--- src/core/apm_map.svh ---
// Register offsets, field positions and reset values of the pin routing block
`ifndef APM_MAP_SVH
`define APM_MAP_SVH
`define APM_OFS_COMM      12'h004
`define APM_OFS_TIMA      12'h008
`define APM_OFS_TIMB      12'h00c
`define APM_IDX_COMM      8'h01
`define APM_IDX_TIMA      8'h02
`define APM_IDX_TIMB      8'h03
`define APM_RST_VAL       8'h00
`define APM_COMM_MASK     8'h15
`define APM_TIMA_MASK     8'h3f
`define APM_TIMB_MASK     8'h01
`define APM_BIT_TWI       4
`define APM_BIT_SPI       2
`define APM_BIT_USART     0
`define APM_BIT_TIMB      0
`endif

--- src/core/apm_pkg.sv ---
// Types shared by the pin routing block
`default_nettype none
package apm_pkg;
	// Routing selections driven to the peripheral pin logic
	typedef struct packed {
		logic       two_wire_pins_alt;       // Two-wire on alternative pins
		logic       serial_periph_pins_alt;  // SPI on alternative pins
		logic       async_serial_pins_alt;   // USART on alternative pins
		logic [5:0] timer_a_wave_alt;        // Timer A wave 5..0 alternative
		logic       timer_b_out_alt;         // Timer B output alternative
	} apm_route_s;
	// Access decode of an APB request
	typedef enum logic [1:0] {
		APM_SEL_NONE = 2'b00,
		APM_SEL_COMM = 2'b01,
		APM_SEL_TIMA = 2'b11,
		APM_SEL_TIMB = 2'b10
	} apm_sel_e;
endpackage : apm_pkg
`default_nettype wire

--- src/core/apm_route.sv ---
// APB-programmed pin routing selector for serial and timer peripherals
//
// Functional notes
// - Comm bit 4 puts two-wire on alternative pins
// - Comm bit 2 puts SPI on alternative pins
// - Comm bit 0 puts USART on alternative pins
// - Timer A bit 5 moves wave 5, split
// - Timer A bit 4 moves wave 4, split
// - Timer A bit 3 moves wave 3, split
// - Bits 5..3 ignored in normal timer mode
// - Bit 2 moves wave 2 or low compare 2
// - Bit 1 moves wave 1 or low compare 1
// - Bit 0 moves wave 0 or low compare 0
// - Timer B bit 0 moves its output
// - All routing registers reset to zero
`include "apm_map.svh"
`default_nettype none
module apm_route (
	input  wire logic           pclk,         // Peripheral clock, 10 MHz
	input  wire logic           presetn,      // Asynchronous reset, active low
	input  wire logic           clk_en,       // Freezes all state while low
	input  wire logic           psel,         // APB select
	input  wire logic           penable,      // APB access phase
	input  wire logic           pwrite,       // APB direction
	input  wire logic [11:0]    paddr,        // APB byte address
	input  wire logic [31:0]    pwdata,       // APB write data
	input  wire logic           timer_a_split,// Timer A split mode, same clock
	output logic      [31:0]    prdata,       // APB read data
	output logic                pready,       // APB ready
	output logic                pslverr,      // APB error on unmapped address
	output apm_pkg::apm_route_s route         // Routing selections
);
	import apm_pkg::*;

	logic [7:0] comm_pin_route_reg;          // Comm routing
	logic [7:0] timer_a_wave_pin_route_reg;  // Timer A routing
	logic [7:0] timer_b_pin_route_reg;       // Timer B routing
	logic [31:0] prdata_reg;                 // Registered read data
	logic        pslverr_reg;                // Registered error
	apm_sel_e    sel;                        // Decoded register
	logic        acc;                        // Access phase, taken this edge
	logic        wr;                         // Write strobe
	logic [7:0]  rd_val;                     // Selected read value
	logic [5:0]  wave_alt;                   // Timer A selections after mode gate

	// Each register keeps one byte in the low lane of an aligned word.
	// Byte lanes above bit 7 are dropped on write and read back as zero,
	// so software may write whole words without care for the upper bits.
	// Offset zero belongs to a register kept outside this block, so any
	// access there answers with an error and leaves the three routing bytes untouched.

	// Address decode; only whole aligned words are mapped
	always_comb
	begin
		case (paddr)
			`APM_OFS_COMM: sel = APM_SEL_COMM;
			`APM_OFS_TIMA: sel = APM_SEL_TIMA;
			`APM_OFS_TIMB: sel = APM_SEL_TIMB;
			default:       sel = APM_SEL_NONE;
		endcase
	end

	// Zero-wait answer, but a frozen clock holds the access open
	assign pready = clk_en;
	assign acc    = psel & penable & clk_en;
	assign wr     = acc & pwrite & (sel != APM_SEL_NONE);

	// Comm routing register; only defined bits store
	always_ff @(posedge pclk or negedge presetn)
	begin
		if (!presetn)
			comm_pin_route_reg <= `APM_RST_VAL;
		else if (wr && sel == APM_SEL_COMM)
			comm_pin_route_reg <= pwdata[7:0] & `APM_COMM_MASK;
	end

	// Timer A routing register
	always_ff @(posedge pclk or negedge presetn)
	begin
		if (!presetn)
			timer_a_wave_pin_route_reg <= `APM_RST_VAL;
		else if (wr && sel == APM_SEL_TIMA)
			timer_a_wave_pin_route_reg <= pwdata[7:0] & `APM_TIMA_MASK;
	end

	// Timer B routing register
	always_ff @(posedge pclk or negedge presetn)
	begin
		if (!presetn)
			timer_b_pin_route_reg <= `APM_RST_VAL;
		else if (wr && sel == APM_SEL_TIMB)
			timer_b_pin_route_reg <= pwdata[7:0] & `APM_TIMB_MASK;
	end

	// Read mux; reserved bits are already zero in storage
	always_comb
	begin
		case (sel)
			APM_SEL_COMM: rd_val = comm_pin_route_reg;
			APM_SEL_TIMA: rd_val = timer_a_wave_pin_route_reg;
			APM_SEL_TIMB: rd_val = timer_b_pin_route_reg;
			default:      rd_val = 8'h00;
		endcase
	end

	// Read data and error registered at setup so they are valid in access
	always_ff @(posedge pclk or negedge presetn)
	begin
		if (!presetn)
		begin
			prdata_reg  <= 32'h0000_0000;
			pslverr_reg <= 1'b0;
		end
		else if (clk_en && psel && !penable)
		begin
			prdata_reg  <= pwrite ? 32'h0000_0000 : {24'h00_0000, rd_val};
			pslverr_reg <= (sel == APM_SEL_NONE);
		end
	end
	assign prdata  = prdata_reg;
	assign pslverr = pslverr_reg & psel & penable;

	// Outputs straight from flip-flops, except Timer A waves 5..3, which are ANDed with the split mode input
	always_comb
	begin
		route.two_wire_pins_alt      = comm_pin_route_reg[`APM_BIT_TWI];
		route.serial_periph_pins_alt = comm_pin_route_reg[`APM_BIT_SPI];
		route.async_serial_pins_alt  = comm_pin_route_reg[`APM_BIT_USART];
		route.timer_b_out_alt        = timer_b_pin_route_reg[`APM_BIT_TIMB];
		route.timer_a_wave_alt       = wave_alt;
	end

	// Split-only outputs gated by mode; low channels always follow
	genvar gi;
	generate
		for (gi = 0; gi < 6; gi++)
		begin : g_wave
			if (gi >= 3)
			begin : g_split
				// Upper waves exist only in split mode
				assign wave_alt[gi] =
					timer_a_wave_pin_route_reg[gi] & timer_a_split;
			end
			else
			begin : g_low
				// Wave n, or low compare n in split mode, same bit
				assign wave_alt[gi] =
					timer_a_wave_pin_route_reg[gi];
			end
		end
	endgenerate

	// Assertions
	// They watch the register bus, the stored bytes and the routing levels.
	// Writes are checked one edge after the access edge, where the stored
	// byte first shows. Holds are checked on every edge without a write,
	// so a stray update from a decode slip is caught at once.
	// The mode gate of the upper waves is combinational, so the checks on
	// it are same-cycle and follow the mode input without delay.
	// Freeze checks cover the enable, which no rule names; they check that it
	// stops the comm and Timer A bytes, the read capture included.
	chk_comm_twi: assert property (@(posedge pclk) disable iff (!presetn)
		(wr && sel == APM_SEL_COMM) |=> route.two_wire_pins_alt == $past(pwdata[4]))
		else $error("two-wire routing not updated by write");
	chk_comm_spi: assert property (@(posedge pclk) disable iff (!presetn)
		(wr && sel == APM_SEL_COMM) |=> route.serial_periph_pins_alt == $past(pwdata[2]))
		else $error("SPI routing not updated by write");
	chk_comm_usart: assert property (@(posedge pclk) disable iff (!presetn)
		(wr && sel == APM_SEL_COMM) |=> route.async_serial_pins_alt == $past(pwdata[0]))
		else $error("USART routing not updated by write");
	chk_split_upper: assert property (@(posedge pclk) disable iff (!presetn)
		timer_a_split |-> route.timer_a_wave_alt[5:3] == timer_a_wave_pin_route_reg[5:3])
		else $error("split wave routing wrong");
	chk_normal_upper: assert property (@(posedge pclk) disable iff (!presetn)
		!timer_a_split |-> route.timer_a_wave_alt[5:3] == 3'b000)
		else $error("upper waves routed in normal mode");
	chk_low_waves: assert property (@(posedge pclk) disable iff (!presetn)
		(wr && sel == APM_SEL_TIMA) |=> route.timer_a_wave_alt[2:0] == $past(pwdata[2:0]))
		else $error("low wave routing not updated");
	chk_timer_b: assert property (@(posedge pclk) disable iff (!presetn)
		(wr && sel == APM_SEL_TIMB) |=> route.timer_b_out_alt == $past(pwdata[0]))
		else $error("timer B routing not updated");
	chk_reserved_zero: assert property (@(posedge pclk) disable iff (!presetn)
		(comm_pin_route_reg & ~`APM_COMM_MASK) == 8'h00
		&& (timer_a_wave_pin_route_reg & ~`APM_TIMA_MASK) == 8'h00
		&& (timer_b_pin_route_reg & ~`APM_TIMB_MASK) == 8'h00)
		else $error("reserved bit set");
	chk_reset_zero: assert property (@(posedge pclk)
		$rose(presetn) |-> comm_pin_route_reg == 8'h00 && timer_b_pin_route_reg == 8'h00)
		else $error("routing not zero after reset");
	chk_hold_idle: assert property (@(posedge pclk) disable iff (!presetn)
		!wr |=> $stable(comm_pin_route_reg) && $stable(timer_a_wave_pin_route_reg))
		else $error("register changed without write");

	// Ready simply mirrors the enable; no hidden wait states
	chk_ready_enable: assert property (@(posedge pclk) disable iff (!presetn)
		pready == clk_en)
		else $error("ready does not follow enable");

	// Frozen enable must hold the comm byte
	chk_freeze_comm: assert property (@(posedge pclk) disable iff (!presetn)
		!clk_en |=> $stable(comm_pin_route_reg))
		else $error("comm routing moved while frozen");

	// Frozen enable must hold the Timer A byte and the read capture
	chk_freeze_tim: assert property (@(posedge pclk) disable iff (!presetn)
		!clk_en |=> $stable(timer_a_wave_pin_route_reg) && $stable(prdata))
		else $error("timer routing moved while frozen");

	// Two-wire level only moves on a comm write
	chk_twi_hold: assert property (@(posedge pclk) disable iff (!presetn)
		!(wr && sel == APM_SEL_COMM) |=> $stable(route.two_wire_pins_alt))
		else $error("two-wire routing moved without write");

	// SPI level only moves on a comm write
	chk_spi_hold: assert property (@(posedge pclk) disable iff (!presetn)
		!(wr && sel == APM_SEL_COMM) |=> $stable(route.serial_periph_pins_alt))
		else $error("SPI routing moved without write");

	// USART level only moves on a comm write
	chk_usart_hold: assert property (@(posedge pclk) disable iff (!presetn)
		!(wr && sel == APM_SEL_COMM) |=> $stable(route.async_serial_pins_alt))
		else $error("USART routing moved without write");

	// Wave 5 follows its bit in split mode
	chk_wave5_split: assert property (@(posedge pclk) disable iff (!presetn)
		timer_a_split |-> route.timer_a_wave_alt[5] == timer_a_wave_pin_route_reg[5])
		else $error("wave 5 routing wrong in split mode");

	// Wave 4 follows its bit in split mode
	chk_wave4_split: assert property (@(posedge pclk) disable iff (!presetn)
		timer_a_split |-> route.timer_a_wave_alt[4] == timer_a_wave_pin_route_reg[4])
		else $error("wave 4 routing wrong in split mode");

	// Wave 3 follows its bit in split mode
	chk_wave3_split: assert property (@(posedge pclk) disable iff (!presetn)
		timer_a_split |-> route.timer_a_wave_alt[3] == timer_a_wave_pin_route_reg[3])
		else $error("wave 3 routing wrong in split mode");

	// Leaving split mode drops the upper waves in the same cycle
	chk_upper_mode_exit: assert property (@(posedge pclk) disable iff (!presetn)
		$fell(timer_a_split) |-> route.timer_a_wave_alt[5:3] == 3'b000)
		else $error("upper waves kept after split mode ended");

	// Wave 2 follows its bit in either mode
	chk_wave2_bit: assert property (@(posedge pclk) disable iff (!presetn)
		route.timer_a_wave_alt[2] == timer_a_wave_pin_route_reg[2])
		else $error("wave 2 routing wrong");

	// Wave 1 follows its bit in either mode
	chk_wave1_bit: assert property (@(posedge pclk) disable iff (!presetn)
		route.timer_a_wave_alt[1] == timer_a_wave_pin_route_reg[1])
		else $error("wave 1 routing wrong");

	// Wave 0 follows its bit in either mode
	chk_wave0_bit: assert property (@(posedge pclk) disable iff (!presetn)
		route.timer_a_wave_alt[0] == timer_a_wave_pin_route_reg[0])
		else $error("wave 0 routing wrong");

	// Timer B level only moves on its own write
	chk_timb_hold: assert property (@(posedge pclk) disable iff (!presetn)
		!(wr && sel == APM_SEL_TIMB) |=> $stable(route.timer_b_out_alt))
		else $error("timer B routing moved without write");

	// Timer A byte and every level are clear leaving reset
	chk_reset_tima: assert property (@(posedge pclk)
		$rose(presetn) |-> timer_a_wave_pin_route_reg == 8'h00 && route == '0)
		else $error("timer A routing not zero after reset");

	// Comm read returns the stored byte in the access cycle
	chk_read_comm: assert property (@(posedge pclk) disable iff (!presetn)
		(clk_en && psel && !penable && !pwrite && sel == APM_SEL_COMM)
		|=> prdata == {24'h00_0000, $past(comm_pin_route_reg)})
		else $error("comm read data wrong");

	// Upper byte lanes always read as zero
	chk_read_upper_zero: assert property (@(posedge pclk) disable iff (!presetn)
		prdata[31:8] == 24'h00_0000)
		else $error("upper read lanes not zero");

	// Unmapped setup raises the error in the following access
	chk_err_unmapped: assert property (@(posedge pclk) disable iff (!presetn)
		(clk_en && psel && !penable && sel == APM_SEL_NONE) |=> ((psel && penable) |-> pslverr))
		else $error("no error on unmapped access");

	// Mapped setup never raises the error
	chk_err_mapped: assert property (@(posedge pclk) disable iff (!presetn)
		(clk_en && psel && !penable && sel != APM_SEL_NONE) |=> !pslverr)
		else $error("error on mapped access");

	// Unmapped write leaves every byte alone
	chk_bad_write_ignored: assert property (@(posedge pclk) disable iff (!presetn)
		(acc && pwrite && sel == APM_SEL_NONE)
		|=> $stable(comm_pin_route_reg) && $stable(timer_a_wave_pin_route_reg)
		&& $stable(timer_b_pin_route_reg))
		else $error("unmapped write changed a register");

	cov_split_alt: cover property (@(posedge pclk) disable iff (!presetn)
		timer_a_split && route.timer_a_wave_alt[5]);
	cov_all_comm: cover property (@(posedge pclk) disable iff (!presetn)
		comm_pin_route_reg == `APM_COMM_MASK);
	cov_timer_b: cover property (@(posedge pclk) disable iff (!presetn)
		route.timer_b_out_alt);
	cov_bad_addr: cover property (@(posedge pclk) disable iff (!presetn)
		pslverr);
endmodule : apm_route
`default_nettype wire

--- config.mk ---
export PLATFORM = sky130hd
export DESIGN_NAME = apm_route
export DESIGN_NICKNAME = d
export VERILOG_FILES = /design/src/core/apm_pkg.sv /design/src/core/apm_route.sv
export VERILOG_INCLUDE_DIRS = /design/src /design/src/core
export SDC_FILE = /design/constraint.sdc
export NUM_CORES = 1
export LEC_CHECK = 0
export ABC_CLOCK_PERIOD_IN_PS = 1700
export BUFFER_PORTS_ARGS = -buffer_cell sky130_fd_sc_hd__buf_2
export CORE_ASPECT_RATIO = 1.25
export CORE_MARGIN = 3
export CORE_UTILIZATION = 40
export CTS_BUF_LIST = sky130_fd_sc_hd__clkbuf_16
export DETAILED_ROUTE_END_ITERATION = 12
export GPL_ROUTABILITY_DRIVEN = 0
export HOLD_SLACK_MARGIN = 0.02
export PLACE_DENSITY_LB_ADDON = 0.25
export SYNTH_ARGS = -nofsm -noshare
export SYNTH_HDL_FRONTEND = slang
export SYNTH_SLANG_ARGS = --single-unit
--- constraint.sdc ---
create_clock -name pclk -period 1.7 [get_ports pclk]
set_clock_uncertainty 0.15 [all_clocks]
set_input_delay 0.085 -clock pclk [delete_from_list [all_inputs] [get_ports pclk]]
set_output_delay 0.085 -clock pclk [all_outputs]
set_load 0.005 [all_outputs]
; ---- Yosys cells after proc, flatten, opt, wreduce, memory -nomap -nowiden
; Cells that the tools add are included.
[classes]
n_eq_ne = 6
muxes = 3
n_bitwise = 9
n_reduce_logical = 8
[op_table]
columns = operator, count
row1 = "12-bit by 4-bit equality test with 1-bit output, second input constant", 2
row2 = 6-bit case mux with 3 select lines, 1
row3 = "12-bit by 3-bit equality test with 1-bit output, second input constant", 1
row4 = 1-bit bitwise AND, 9
row5 = 8-bit two-way mux, 1
row6 = 2-bit case mux with 3 select lines, 1
row7 = 1-bit logical AND, 5
row8 = "2-bit equality test, second input constant", 2
row9 = "2-bit by 1-bit equality test with 1-bit output, second input constant", 1
row10 = 2-bit logical NOT, 1
row11 = 2-bit nonzero test, 1
row12 = 1-bit logical NOT, 1
[word_totals]
ff_bits = 43
inputBits = 51
output_inout_bits = 44

; ---- Depth between registers and ports, before layout
[depth]
ltp_word = 5
depth_mapped = 4

; ---- Worst setup path before layout
; Ideal clock, no wire load.
[synth_path]
path_kind = in2reg
start = input paddr[9]
end = register timer_a_wave_pin_route_reg[0]
setup_time_ns = 0.125
arrival_time_ns = 1.456
t_required_ns = 1.425
slack_ns = -0.031
cell_stages = 3
n_path_buf = 0
cell_sequence = or4_4 nor4_4 mux2_2
[synth_via]
elab_chain_cells = 5
[synth_lines]
columns = element, line_no
row1 = from (decl), apm_route.sv:25  ; input wire logic [11:0] paddr,
row2 = 12-bit by 4-bit equality test with 1-bit output / 12-bit by 3-bit equality test with 1-bit output (equally long branches), apm_route.sv:55  ; case (paddr)
row3 = 2-bit case mux with 3 select lines (*), apm_route.sv:55
row4 = 2-bit nonzero test, apm_route.sv:66  ; assign wr = acc & pwrite & (sel != APM_SEL_NONE);
row5 = 1-bit bitwise AND, apm_route.sv:66
row6 = 1-bit logical AND (*), apm_route.sv:82  ; else if (wr && sel == APM_SEL_TIMA)
row7 = to (signal assigned), apm_route.sv:81  ; timer_a_wave_pin_route_reg <= `APM_RST_VAL;
row8 = to (signal assigned), apm_route.sv:83  ; timer_a_wave_pin_route_reg <= pwdata[7:0] & `APM_TIMA_MASK;
row9 = to (decl), apm_route.sv:36  ; logic [7:0] timer_a_wave_pin_route_reg;
; Every way passes the cells marked *; elsewhere a longest branch is shown, timed or not.
; A chain may end at the register's enable or synchronous reset.

; ---- Final worst setup path
[layout_path]
start = input paddr[5]
end = register timer_a_wave_pin_route_reg[5]
; The elaborated chain is that of the path after synthesis.

==> flow_summary.yaml <==
floorplan:
  ios: 95
  fp.dieH_um: 64.1
  start_util_pct: 43.2
  rows: 20
  coreArea_um2: 2500
  die_w_um: 52.5
  dieArea_um2: 3370
clock_network:
  htree_num_levels: 1
  cts-root-buf: "clkbuf_16"
  cts_tree: "built"
  clockBufferDepth: 2
  path_clk_slew_ps: 50
  clk_latency_ps: 240
  cts_made_buffers: 3
  cts_sinks: 17
logic_synthesis:
  syn_inst: 102
  seq_area_frac_synth_pct: 39.4
  synthTopCellsByArea: "dfrtp_1 (39%), buf_4 (21%), mux2_2 (11%)"
  syn_area_per_cell_um2: 10.6
  yosysWarnings: 0
  synth_edf_count: 0
  ys_async_sr_fraction_pct: 100
  netlist-cell-type-count: 24
  synth-main-ff-cell: "dfrtp_1"
  synth_area_um2: 1080
  synth_seq_cells: 17
  synth_top_area_share_pct: 39.4
  synth_top_area_cell: "dfrtp_1"
sta:
  tns_ps: 0
  setup_viol: 0
  rsz0062_at_grt: "no"
  clock.fmax_mhz: 638
  drv_slew: 0
  hold_viol: 0
  period_minus_slack_ps: 1570
  fin_hold_ws_ps: 111
  final.period_utilization_pct: 92.2
  layout_setup_ws_ps: 132
global_route:
  grt_max_degree: 18
  grt_pass1_wl_um: 3410
  grt_pass1_vias: 804
  grt_usage_pct: 13.0
  antenna_found_initial: 0
  gr-total-overflow: 0
worst_hold_path:
  whs_path_depth: 4
  min-delay-start: "paddr[1]"
  hp-class: "in -> reg"
  holdPathEnd: "pslverr_reg"
drt:
  dr.pass1.iters: 2
  first_iter_violations: 8
  totalWireLength_um: 2070
  ant_nets: 0
  drc: 0
  avgRoutedWirePerCell_um: 11.0
  vias: 862
  drt-vias-per-instance: 4.59
status:
  status: "complete, no violations"
worst_setup_path:
  startpoint: "paddr[5]"
  critPathMaxFanout: 6
  r2r_end: "prdata[0]"
  cp_data_required_time_ps: 1680
  worstSetupPathType: "in -> reg"
  reg2reg_depth: 3
  arrival_ps: 1540
  timing.rr.start: "timer_b_pin_route_reg[0]"
  cp-start-kind: "primary input"
  crit_path_end_kind: "flip-flop"
  reg2reg_slack_ps: 530
place:
  dpl_worst_slack_ps: -128
  port_buffers: 42
  hpwl_um: 1730
power:
  ir_drop_mv: 0.583
  fin_total_pwr_mw: 0.966
  p_per_area_nw_per_um2: 691
  p_leak_nw: 0.756
cells_and_area:
  diodes: 0
  final_common_cell: "buf_2"
  area_growth_pct: 29.4
  mostFrequentLayoutCells: "buf_2 (42), conb_1 (26), dfrtp_1 (17), mux2_2 (11), nand2_1 (9)"
  drive_gt1_share_pct: 45.8
  fin_util_pct: 55.9
  fin_nets: 207
flow_run:
  maxCapViolCount: 0
[where the power goes]
group	switching (mW)	internal, mW
Clock	0.144	0.314
Sequential	0.000174	0.406
Combinational	0.0532	0.0493
[metal layers]
metal / part of all wire (%) / vias up / GRT usage (%)
met5: 0 / - / 0
met4: 0.53 / 0 / 3.83
met3: 8.3 / 2 / 2.10
met2: 52 / 42 / 23.1
met1: 39 / 404 / 15.6
li1: - / 414 / -
[area by class of cell]
class / instances / area (um^2)
fillers: 233 / 1100
clock buffers: 3 / 75.1
multi-input cells: 78 / 519
repair buffers: 56 / 333
flip-flops and latches: 17 / 425
clock inverters: 1 / 5.00
well taps: 33 / 41.3
[worst max-delay path by stage]
stage                                          endpoint
after floorplan           timer_a_wave_pin_route_reg[0]
after global placement    timer_a_wave_pin_route_reg[2]
after detailed placement  timer_a_wave_pin_route_reg[5]
after CTS                 timer_a_wave_pin_route_reg[5]
after global routing      timer_a_wave_pin_route_reg[4]
final                     timer_a_wave_pin_route_reg[5]
[cells by family (layout without fill, tap and decap cells)]
group           count (synthesis)  after routing  share of synthesized area (%)
buf+inv                        32             60                           21.6
simple gates                   31             31                           20.5
flops                          17             17                           39.4
mux                            11             11                           11.5
compound gates                 10             10                           6.71
other cells                     1             26                          0.347
[timing repair]
| item | in CTS | in global routing |
|---|---|---|
| hold buffers | 7 | 0 |
| endpoints found under the hold margin | 27 | 0 |
| setup buffers | 0 | 0 |
| resized for setup | 0 | 0 |
[synthesized netlist by cell type, drive strengths merged, types with 2 or more instances]
cell,number
buf,30
dfrtp,17
mux2,11
nand2,9
o31ai,6
nor4,4
a22oi,3
and2,3
nor2b,3
clkbuf,2
nor2,2
or3,2
or4,2
or4b,2
[metrics by stage]
stage               instance area, um^2  cells
floorplan                          1180    127
global placement                   1250    177
detailed placement                 1250    177
CTS                                1400    188
global route                       1400    188
finish                             1400    188
[critical path: stages]
cell    delay (ps)
buf_2           90
or4_4          580
nor4_4         260
buf_4          190
mux2_2         340
(Power assumes the default switching activity.)
